===== src/dcgp_consts.vh =====
// register map and field constants for the dual channel gpio port
// assumes a 32-bit register bus with byte strobes and a 4 KB window
`ifndef DCGP_CONSTS_VH
`define DCGP_CONSTS_VH

// decoded address bits, window is 4 KB
`define DCGP_DEC_MSB 11
`define DCGP_DEC_W 12

// register offsets
`define DCGP_OFS_C1_VAL 12'h000
`define DCGP_OFS_C1_DIR 12'h004
`define DCGP_OFS_C2_VAL 12'h008
`define DCGP_OFS_C2_DIR 12'h00C
`define DCGP_OFS_GIE 12'h11C
`define DCGP_OFS_ISR 12'h120
`define DCGP_OFS_IER 12'h128

// register select codes
`define DCGP_SEL_NONE 3'h0
`define DCGP_SEL_C1_VAL 3'h1
`define DCGP_SEL_C1_DIR 3'h2
`define DCGP_SEL_C2_VAL 3'h3
`define DCGP_SEL_C2_DIR 3'h4
`define DCGP_SEL_GIE 3'h5
`define DCGP_SEL_ISR 3'h6
`define DCGP_SEL_IER 3'h7

// field positions
`define DCGP_GIE_BIT 31
`define DCGP_CH1_BIT 0
`define DCGP_CH2_BIT 1

// reset values and responses
`define DCGP_ZERO32 32'h0000_0000
`define DCGP_VAL_RESET 32'h0000_0000
`define DCGP_DIR_RESET 32'hFFFF_FFFF
`define DCGP_RESP_OKAY 2'h0
`define DCGP_BYTES 4

`endif


===== src/dcgp_channel.v =====
// one gpio channel: pin value and direction registers, input sync,
// change detect. assumes pins are asynchronous to clk.
`include "dcgp_consts.vh"

module dcgp_channel #(
   parameter PIN_COUNT = 32,
   parameter [31:0] VAL_RESET = `DCGP_VAL_RESET,
   parameter [31:0] DIR_RESET = `DCGP_DIR_RESET
) (
   // clock and reset
   input wire clk,
   input wire nrst,
   // pins
   input wire [PIN_COUNT-1:0] pin_in,
   output reg [PIN_COUNT-1:0] pin_out_r,
   output reg [PIN_COUNT-1:0] pin_hiz_r,
   // register access
   input wire val_we,
   input wire dir_we,
   input wire [31:0] wdata,
   input wire [31:0] wmask,
   output wire [PIN_COUNT-1:0] rd_val,
   output wire [PIN_COUNT-1:0] rd_dir,
   // change pulse toward interrupt logic
   output reg change_r
);

////////////////////////////////////////////////////////////////////////
reg [PIN_COUNT-1:0] meta_r;
reg [PIN_COUNT-1:0] sync_r;
reg [PIN_COUNT-1:0] prev_r;
wire [PIN_COUNT-1:0] wd;
wire [PIN_COUNT-1:0] wm;
wire [PIN_COUNT-1:0] val_nxt;

assign wd = wdata[PIN_COUNT-1:0];
assign wm = wmask[PIN_COUNT-1:0];
// only output bits take the write
assign val_nxt = (pin_out_r & ~(wm & ~pin_hiz_r)) | (wd & wm & ~pin_hiz_r);

// input bits read the pin, output bits the stored value
assign rd_val = (sync_r & pin_hiz_r) | (pin_out_r & ~pin_hiz_r);
assign rd_dir = pin_hiz_r;

////////////////////////////////////////////////////////////////////////
always @(posedge clk or negedge nrst)
begin
   if (!nrst)
   begin
      meta_r <= {PIN_COUNT{1'b0}};
      sync_r <= {PIN_COUNT{1'b0}};
      prev_r <= {PIN_COUNT{1'b0}};
      change_r <= 1'b0;
      pin_out_r <= VAL_RESET[PIN_COUNT-1:0];
      pin_hiz_r <= DIR_RESET[PIN_COUNT-1:0];
   end
   else
   begin
      meta_r <= pin_in;
      sync_r <= meta_r;
      prev_r <= sync_r;
      // any edge on a pin set as input
      change_r <= |((sync_r ^ prev_r) & pin_hiz_r);
      if (val_we)
      begin
         pin_out_r <= val_nxt;
      end
      if (dir_we)
      begin
         // one = input, zero = output, per bit; drives the hiz pins
         pin_hiz_r <= (pin_hiz_r & ~wm) | (wd & wm);
      end
   end
end

endmodule


===== src/dcgp_irq.v =====
// interrupt registers: global enable, per-channel enable and status.
// assumes events are one-cycle pulses on clk.
`include "dcgp_consts.vh"

module dcgp_irq #(
   parameter [1:0] CHAN_MASK = 2'h1
) (
   // clock and reset
   input wire clk,
   input wire nrst,
   // register writes
   input wire gie_we,
   input wire ier_we,
   input wire isr_we,
   input wire [31:0] wdata,
   input wire [31:0] wmask,
   // channel change pulses
   input wire [1:0] evt,
   // state
   output reg gie_r,
   output reg [1:0] ier_r,
   output reg [1:0] isr_r,
   output reg irq_r
);

////////////////////////////////////////////////////////////////////////
wire [1:0] wbits;
wire [1:0] tog;
wire [1:0] isr_nxt;

assign wbits = wdata[`DCGP_CH2_BIT:`DCGP_CH1_BIT] & wmask[`DCGP_CH2_BIT:`DCGP_CH1_BIT] & CHAN_MASK;
assign tog = isr_we ? wbits : 2'h0;
// a change in the same cycle as a clearing write still sets the bit
assign isr_nxt = (isr_r ^ tog) | (evt & CHAN_MASK);

////////////////////////////////////////////////////////////////////////
always @(posedge clk or negedge nrst)
begin
   if (!nrst)
   begin
      gie_r <= 1'b0;
      ier_r <= 2'h0;
      isr_r <= 2'h0;
      irq_r <= 1'b0;
   end
   else
   begin
      if (gie_we && wmask[`DCGP_GIE_BIT])
      begin
         gie_r <= wdata[`DCGP_GIE_BIT];
      end
      if (ier_we)
      begin
         ier_r <= (ier_r & ~(wmask[`DCGP_CH2_BIT:`DCGP_CH1_BIT] & CHAN_MASK)) | wbits;
      end
      isr_r <= isr_nxt;
      // level output, one cycle behind the status
      irq_r <= gie_r & |(isr_r & ier_r);
   end
end

endmodule


===== src/dcgp_top.v =====
// dual channel gpio port: 32-bit axi4-lite slave with pin registers
// and optional change interrupt. assumes one clock, pins asynchronous.
`include "dcgp_consts.vh"

// What this block does
// - each channel has a build-time pin count from 1 to 32
// - dual-channel parameter zero builds one channel, one builds two; default one channel
// - interrupt parameter zero omits interrupt logic and registers; default zero
// - four registers at offsets 0x00, 0x04, 0x08, 0x0C for both channels
// - byte strobes select which byte lanes a write updates
// - writes to unbuilt registers are completed but change nothing
// - reads of unbuilt registers return all zeros
// - channel two registers exist only in the dual build
// - data and direction registers hold only the channel's pin count
// - input pins read back their sampled level
// - a data write leaves input bits unchanged
// - a data write stores output bits and drives them to the pins
// - direction one makes a pin input, zero output, per pin
// - with interrupts built, input changes of an enabled channel raise a level interrupt
// - each channel reports input changes into its status bit
// - global enable clear blocks the interrupt output
// - one enable bit per channel masks its status
// - status register is readable and toggle-on-write
// - software may set a status bit to force an interrupt
// - reset loads per-channel parameter values into data and direction
// - direction bits drive the three-state control outputs
// - global enable is bit 31; other bits read zero
// - enable and status bit 0 is channel one, bit 1 channel two
module dcgp_top #(
   parameter CH1_PIN_COUNT = 32,
   parameter CHAN2_PIN_COUNT = 32,
   parameter SECOND_CHANNEL_PRESENT = 0,
   parameter IRQ_PRESENT = 0,
   parameter [31:0] CH1_VAL_RESET = `DCGP_VAL_RESET,
   parameter [31:0] CH1_DIR_RESET = `DCGP_DIR_RESET,
   parameter [31:0] CH2_VAL_RESET = `DCGP_VAL_RESET,
   parameter [31:0] CH2_DIR_RESET = `DCGP_DIR_RESET
) (
   // clock and reset
   input wire clk,
   input wire nrst,
   // write address channel
   input wire [31:0] s_axi_awaddr,
   input wire s_axi_awvalid,
   output reg s_axi_awready,
   // write data channel
   input wire [31:0] s_axi_wdata,
   input wire [3:0] s_axi_wstrb,
   input wire s_axi_wvalid,
   output reg s_axi_wready,
   // write response channel
   output reg [1:0] s_axi_bresp,
   output reg s_axi_bvalid,
   input wire s_axi_bready,
   // read address channel
   input wire [31:0] s_axi_araddr,
   input wire s_axi_arvalid,
   output reg s_axi_arready,
   // read data channel
   output reg [31:0] s_axi_rdata,
   output reg [1:0] s_axi_rresp,
   output reg s_axi_rvalid,
   input wire s_axi_rready,
   // interrupt
   output wire irq_out,
   // channel one pins
   input wire [CH1_PIN_COUNT-1:0] chan1_pin_in,
   output wire [CH1_PIN_COUNT-1:0] chan1_pin_out,
   output wire [CH1_PIN_COUNT-1:0] chan1_pin_hiz,
   // channel two pins
   input wire [CHAN2_PIN_COUNT-1:0] chan2_pin_in,
   output wire [CHAN2_PIN_COUNT-1:0] chan2_pin_out,
   output wire [CHAN2_PIN_COUNT-1:0] chan2_pin_hiz
);

////////////////////////////////////////////////////////////////////////
// decode of one address into a select code; unbuilt registers map to
// none, so writes drop and reads give zero from the same place
function [2:0] reg_sel;
   input [31:0] addr;
   reg [`DCGP_DEC_MSB:0] ofs;
   begin
      // only the low 4 KB decode, the window covers at least that
      ofs = addr[`DCGP_DEC_MSB:0];
      case (ofs)
         `DCGP_OFS_C1_VAL: reg_sel = `DCGP_SEL_C1_VAL;
         `DCGP_OFS_C1_DIR: reg_sel = `DCGP_SEL_C1_DIR;
         `DCGP_OFS_C2_VAL:
            reg_sel = (SECOND_CHANNEL_PRESENT != 0) ? `DCGP_SEL_C2_VAL : `DCGP_SEL_NONE;
         `DCGP_OFS_C2_DIR:
            reg_sel = (SECOND_CHANNEL_PRESENT != 0) ? `DCGP_SEL_C2_DIR : `DCGP_SEL_NONE;
         `DCGP_OFS_GIE:
            reg_sel = (IRQ_PRESENT != 0) ? `DCGP_SEL_GIE : `DCGP_SEL_NONE;
         `DCGP_OFS_ISR:
            reg_sel = (IRQ_PRESENT != 0) ? `DCGP_SEL_ISR : `DCGP_SEL_NONE;
         `DCGP_OFS_IER:
            reg_sel = (IRQ_PRESENT != 0) ? `DCGP_SEL_IER : `DCGP_SEL_NONE;
         default: reg_sel = `DCGP_SEL_NONE;
      endcase
   end
endfunction

// byte strobes widened to a bit mask
function [31:0] strb_mask;
   input [3:0] strb;
   integer i;
   begin
      strb_mask = `DCGP_ZERO32;
      for (i = 0; i < `DCGP_BYTES; i = i + 1)
      begin
         strb_mask[i*8 +: 8] = {8{strb[i]}};
      end
   end
endfunction

////////////////////////////////////////////////////////////////////////
// write path: address and data are taken together, one at a time
wire wr_go;
wire [2:0] wr_sel;
wire [31:0] wmask;
wire wr_do;

assign wr_go = s_axi_awvalid && s_axi_wvalid && !s_axi_awready && !s_axi_bvalid;
assign wr_do = s_axi_awready;
assign wr_sel = reg_sel(s_axi_awaddr);
assign wmask = strb_mask(s_axi_wstrb);

always @(posedge clk or negedge nrst)
begin
   if (!nrst)
   begin
      s_axi_awready <= 1'b0;
      s_axi_wready <= 1'b0;
      s_axi_bvalid <= 1'b0;
      s_axi_bresp <= `DCGP_RESP_OKAY;
   end
   else
   begin
      s_axi_awready <= wr_go;
      s_axi_wready <= wr_go;
      // every write completes okay, mapped or not
      s_axi_bresp <= `DCGP_RESP_OKAY;
      if (wr_do)
      begin
         s_axi_bvalid <= 1'b1;
      end
      else if (s_axi_bready)
      begin
         s_axi_bvalid <= 1'b0;
      end
   end
end

////////////////////////////////////////////////////////////////////////
// channels
wire [CH1_PIN_COUNT-1:0] c1_rd_val;
wire [CH1_PIN_COUNT-1:0] c1_rd_dir;
wire c1_change;
wire [CHAN2_PIN_COUNT-1:0] c2_rd_val;
wire [CHAN2_PIN_COUNT-1:0] c2_rd_dir;
wire c2_change;

dcgp_channel #(
   .PIN_COUNT(CH1_PIN_COUNT),
   .VAL_RESET(CH1_VAL_RESET),
   .DIR_RESET(CH1_DIR_RESET)
) u_chan1 (
   .clk(clk),
   .nrst(nrst),
   .pin_in(chan1_pin_in),
   .pin_out_r(chan1_pin_out),
   .pin_hiz_r(chan1_pin_hiz),
   .val_we(wr_do && wr_sel == `DCGP_SEL_C1_VAL),
   .dir_we(wr_do && wr_sel == `DCGP_SEL_C1_DIR),
   .wdata(s_axi_wdata),
   .wmask(wmask),
   .rd_val(c1_rd_val),
   .rd_dir(c1_rd_dir),
   .change_r(c1_change)
);

generate
   if (SECOND_CHANNEL_PRESENT != 0)
   begin : g_chan2
      wire [CHAN2_PIN_COUNT-1:0] rv;
      wire [CHAN2_PIN_COUNT-1:0] rd;
      dcgp_channel #(
         .PIN_COUNT(CHAN2_PIN_COUNT),
         .VAL_RESET(CH2_VAL_RESET),
         .DIR_RESET(CH2_DIR_RESET)
      ) u_chan2 (
         .clk(clk),
         .nrst(nrst),
         .pin_in(chan2_pin_in),
         .pin_out_r(chan2_pin_out),
         .pin_hiz_r(chan2_pin_hiz),
         .val_we(wr_do && wr_sel == `DCGP_SEL_C2_VAL),
         .dir_we(wr_do && wr_sel == `DCGP_SEL_C2_DIR),
         .wdata(s_axi_wdata),
         .wmask(wmask),
         .rd_val(rv),
         .rd_dir(rd),
         .change_r(c2_change)
      );
      // padding happens in the read mux, a zero-width pad would not elaborate
      assign c2_rd_val = rv;
      assign c2_rd_dir = rd;
   end
   else
   begin : g_no_chan2
      // single build: pins held inactive, registers absent
      assign chan2_pin_out = {CHAN2_PIN_COUNT{1'b0}};
      assign chan2_pin_hiz = {CHAN2_PIN_COUNT{1'b1}};
      assign c2_rd_val = {CHAN2_PIN_COUNT{1'b0}};
      assign c2_rd_dir = {CHAN2_PIN_COUNT{1'b0}};
      assign c2_change = 1'b0;
   end
endgenerate

////////////////////////////////////////////////////////////////////////
// interrupt logic, only in the interrupt build
wire global_irq_enable;
wire [1:0] ier;
wire [1:0] isr;

generate
   if (IRQ_PRESENT != 0)
   begin : g_irq
      dcgp_irq #(
         .CHAN_MASK((SECOND_CHANNEL_PRESENT != 0) ? 2'h3 : 2'h1)
      ) u_irq (
         .clk(clk),
         .nrst(nrst),
         .gie_we(wr_do && wr_sel == `DCGP_SEL_GIE),
         .ier_we(wr_do && wr_sel == `DCGP_SEL_IER),
         .isr_we(wr_do && wr_sel == `DCGP_SEL_ISR),
         .wdata(s_axi_wdata),
         .wmask(wmask),
         .evt({c2_change, c1_change}),
         .gie_r(global_irq_enable),
         .ier_r(ier),
         .isr_r(isr),
         .irq_r(irq_out)
      );
   end
   else
   begin : g_no_irq
      assign global_irq_enable = 1'b0;
      assign ier = 2'h0;
      assign isr = 2'h0;
      assign irq_out = 1'b0;
   end
endgenerate

////////////////////////////////////////////////////////////////////////
// read path: data is sampled on the same edge that the address is taken
wire rd_go;
reg [31:0] rd_mux;

assign rd_go = s_axi_arvalid && !s_axi_arready && !s_axi_rvalid;

always @*
begin
   rd_mux = `DCGP_ZERO32;
   case (reg_sel(s_axi_araddr))
      `DCGP_SEL_C1_VAL: rd_mux[CH1_PIN_COUNT-1:0] = c1_rd_val;
      `DCGP_SEL_C1_DIR: rd_mux[CH1_PIN_COUNT-1:0] = c1_rd_dir;
      `DCGP_SEL_C2_VAL: rd_mux[CHAN2_PIN_COUNT-1:0] = c2_rd_val;
      `DCGP_SEL_C2_DIR: rd_mux[CHAN2_PIN_COUNT-1:0] = c2_rd_dir;
      `DCGP_SEL_GIE: rd_mux[`DCGP_GIE_BIT] = global_irq_enable;
      `DCGP_SEL_ISR: rd_mux[`DCGP_CH2_BIT:`DCGP_CH1_BIT] = isr;
      `DCGP_SEL_IER: rd_mux[`DCGP_CH2_BIT:`DCGP_CH1_BIT] = ier;
      default: rd_mux = `DCGP_ZERO32;
   endcase
end

always @(posedge clk or negedge nrst)
begin
   if (!nrst)
   begin
      s_axi_arready <= 1'b0;
      s_axi_rvalid <= 1'b0;
      s_axi_rdata <= `DCGP_ZERO32;
      s_axi_rresp <= `DCGP_RESP_OKAY;
   end
   else
   begin
      s_axi_arready <= rd_go;
      s_axi_rresp <= `DCGP_RESP_OKAY;
      if (s_axi_arready)
      begin
         s_axi_rvalid <= 1'b1;
         s_axi_rdata <= rd_mux;
      end
      else if (s_axi_rready)
      begin
         s_axi_rvalid <= 1'b0;
      end
   end
end

endmodule


===== config.mk =====
export PLATFORM = sky130hd
export DESIGN_NAME = dcgp_top
export DESIGN_NICKNAME = d
export VERILOG_FILES = /design/src/dcgp_channel.v /design/src/dcgp_irq.v /design/src/dcgp_top.v
export VERILOG_INCLUDE_DIRS = /design/src
export SDC_FILE = /design/constraint.sdc
export NUM_CORES = 1
export LEC_CHECK = 0
export BUFFER_PORTS_ARGS = -buffer_cell sky130_fd_sc_hd__buf_2
export CELL_PAD_IN_SITES_DETAIL_PLACEMENT = 1
export CELL_PAD_IN_SITES_GLOBAL_PLACEMENT = 1
export CORE_MARGIN = 2
export CORE_UTILIZATION = 24
export DETAILED_ROUTE_END_ITERATION = 7
export PLACE_DENSITY_LB_ADDON = 0.1
export SLEW_MARGIN = 20
export SYNTH_ARGS = -nofsm -noshare
export SYNTH_HDL_FRONTEND = slang
export SYNTH_SLANG_ARGS = --single-unit

===== constraint.sdc =====
create_clock -name clk -period 2.2 [get_ports clk]
set_input_delay 0.44 -clock clk [delete_from_list [all_inputs] [get_ports clk]]
set_output_delay 0.44 -clock clk [all_outputs]
set_load 0.05 [all_outputs]

==> metrics.txt <==
outcome=completed; fraction of layout cells with a size suffix above 1=53.9%; GP Congestion=approximately 0.71; initial antenna violation count=2; busiest grt layer=met2; setup bufs post-CTS=0; Worst Path Arrival=about 2.4 ns; PwrDens=slightly above 700 nW/um^2; area grow syn2layout=28.9%; hold endpoint=u_chan1.meta_r[25]$_DFF_PN0_; first-pass GRT wire length=32800 um; final setup fails=0; die extent in x=around 180 um; Final Util=31.5%; IO Pins=341; HP Class=in2reg; # nets final=about 970; clock period minus worst slack=2.01 ns; largest net degree at the start of global routing=54; CTS tree=built; static leakage=between 4 and 5 nW; FMAX=about 500 MHz; GRT Total Usage=between 10 and 15%; Cell Area, Placed=between 8000 and 9000 um^2; Worst Hold Depth=1; footprint of the multi-input gates=around 2600 um^2; # rows=between 60 and 70; Core ar.=~30000 um^2; met3 usage=3.94%; design area=around 9400 um^2; commonest cells after routing, fill and taps aside=198 x buf_2, 130 x dfrtp_1, 80 x mux2_2; met1 GRT Util=around 17%; Setup CP Type=reg2reg; Min-Delay Startpoint=chan1_pin_in[25]; routing usage on met2=23.3%; clock root cell=clkbuf_16; clock buffer depth=2; # H-tree levels=4; Reg2Reg Depth=5; wire per inst=around 18 um; Crit Reg-Reg Startpoint=s_axi_wready$_DFF_PN0_; period utilization=91.3%; Die ar.=31700 um^2; setup TNS=0 ns; Yosys cell types=27; synthesized instance count=just under 600; Initial Utilization=24.5%; synth warn=0; cell count after placement=around 1200; global route total overflow=0; MaxCap Viol Count=0; Fillers=between 3000 and 4000; CP required=around 2.5 ns; CTS Buf Count=17; commonest non-fill, non-tap cell in the layout=buf_2; DRT iter0 DRCs=~170; DIE HEIGHT=between 150 and 200 um; RSZ-0062 raised after global routing=false; Hold Fails Final Rpt=0; Worst Path Max Fanout=15; latest clock arrival within the worst-skew pair=0.42 ns; final slew viol count=0; clk_skew=around 0.012 ns; register area=around 4100 um^2; startpoint types=register; clock net sink count=between 150 and 200; TritonRoute pass-1 iters=4; DR vias/cell=~4.3; PortBufs=between 150 and 200; Post-Layout Cell Count=between 1000 and 1500; worst reg-to-reg setup slack=between 0.15 and 0.2 ns; CP endpoint kind=register; # DRC=0; WHS=0.111 ns; Mapped Area=roughly 7300 um^2; Routed Antenna Nets=0; WL final=~22000 um; Syn Area/Cell=about 12 um^2; overall via count from detail_route=5150; vias in the first global route=5565; Seq/Total Area, Yosys=57.0%; Post-DP HPWL=about 15000 um; peak supply drop=approximately 0.45 mV; Yosys reg bits=164; Reg clk slew, reported paths=0.08 ns
power breakdown:
group	total (mW)	switching, mW	internal [mW]
Clock	2.94	1.40	1.53
Sequential	3.13	0.0406	3.09
Combinational	0.644	0.502	0.142
Total	6.71	1.95	4.76
how the worst max path moves through the flow:
| stage | to | depth (start not counted) | start | slack [ns] |
|---|---|---|---|---|
| finish | register | 5 | s_axi_wready$_DFF_PN0_ | 0.19 |
| global route | u_chan1.pin_out_r[8]$_DFFE_PN0P_ | 4 | s_axi_wready$_DFF_PN0_ | 0.07 |
| CTS | s_axi_rdata[1]$_DFFE_PN0P_ | 10 | s_axi_araddr[4] | 0.06 |
| detailed placement | s_axi_rdata[23]$_DFFE_PN0P_ | 10 | s_axi_araddr[4] | -0.41 |
| global placement | s_axi_rdata[19]$_DFFE_PN0P_ | 10 | s_axi_araddr[1] | -0.34 |
| floorplan | register | 4 | s_axi_awaddr[1] | 0.04 |
timing repair:
item | CTS | global route
hold endpoints to repair | 32 | 0
hold buffers | 1 | 0
endpoints found under the setup margin | 0 | 20
gates resized for setup | 0 | 2
Yosys cell counts:
library cell | number | area [um^2]
dfrtp_1 | 132 | 3300
mux2_2 | 80 | 901
buf_4 | 71 | 533
inv_1 | 37 | 139
nand2_1 | 34 | 128
nor4_1 | 34 | 213
dfstp_2 | 32 | 841
o22ai_1 | 32 | 200
or3b_2 | 32 | 280
a21oi_1 | 30 | 150
clkbuf_1 | 25 | 93.8
mux2_4 | 16 | 240
buf_1 | 4 | 15.0
nor4_4 | 4 | 85.1
a21o_1 | 2 | 15.0
a22oi_1 | 2 | 15.0
conb_1 | 2 | 7.51
ha_1 | 2 | 25.0
nand4_1 | 2 | 12.5
or4_1 | 2 | 15.0
buf_2 | 1 | 5.00
buf_6 | 1 | 11.3
nand2b_1 | 1 | 6.26
nor3_1 | 1 | 5.00
nor3b_1 | 1 | 7.51
nor4bb_1 | 1 | 10.0
or4b_4 | 1 | 13.8
metrics by stage:
step | power (mW) | setup slack [ns]
2_1_floorplan | 3.66 | 0.0441
3_3_place_gp | 3.82 | -0.341
3_5_place_dp | 3.84 | -0.410
4_1_cts | 6.85 | 0.0585
5_1_grt | 7.02 | 0.0685
6_report | 6.71 | 0.191
layout make-up:
| cell class | instances | area share, % |
|---|---|---|
| multi-input combinational | 346 | 27.8 |
| sequential | 164 | 44.3 |
| inverter | 37 | 1.48 |
| timing repair buffer | 232 | 15.1 |
| tap | 390 | 5.21 |
| clock inverter | 14 | 1.43 |
| antenna | 2 | 0.0534 |
| clock buffer | 18 | 4.69 |
critical path: stages, from the launching register on:
cell	delay [ns]
dfrtp_2	0.40
or4b_4	0.52
buf_12	0.18
nor4_4	0.28
buf_4	0.19
mux2_2	0.34
per-layer routing:
metal / vias up / wire length [um]
li1: 2331 / -
met1: 2620 / 9310
met2: 187 / 10700
met3: 12 / 1440
met4: 0 / 212
met5: - / 0
cell families after synthesis:
kind of cell | Yosys count | synth area share (%)
multiplexers | 96 | 15.7
buffers and inverters | 139 | 11.0
AND/OR/NAND/NOR | 113 | 10.7
flip-flops | 164 | 57.0
other | 2 | 0.103
adder cells (fa/ha/maj) | 2 | 0.344
AO/OA/AOI/OAI | 66 | 5.23
(Power assumes the default switching activity.)
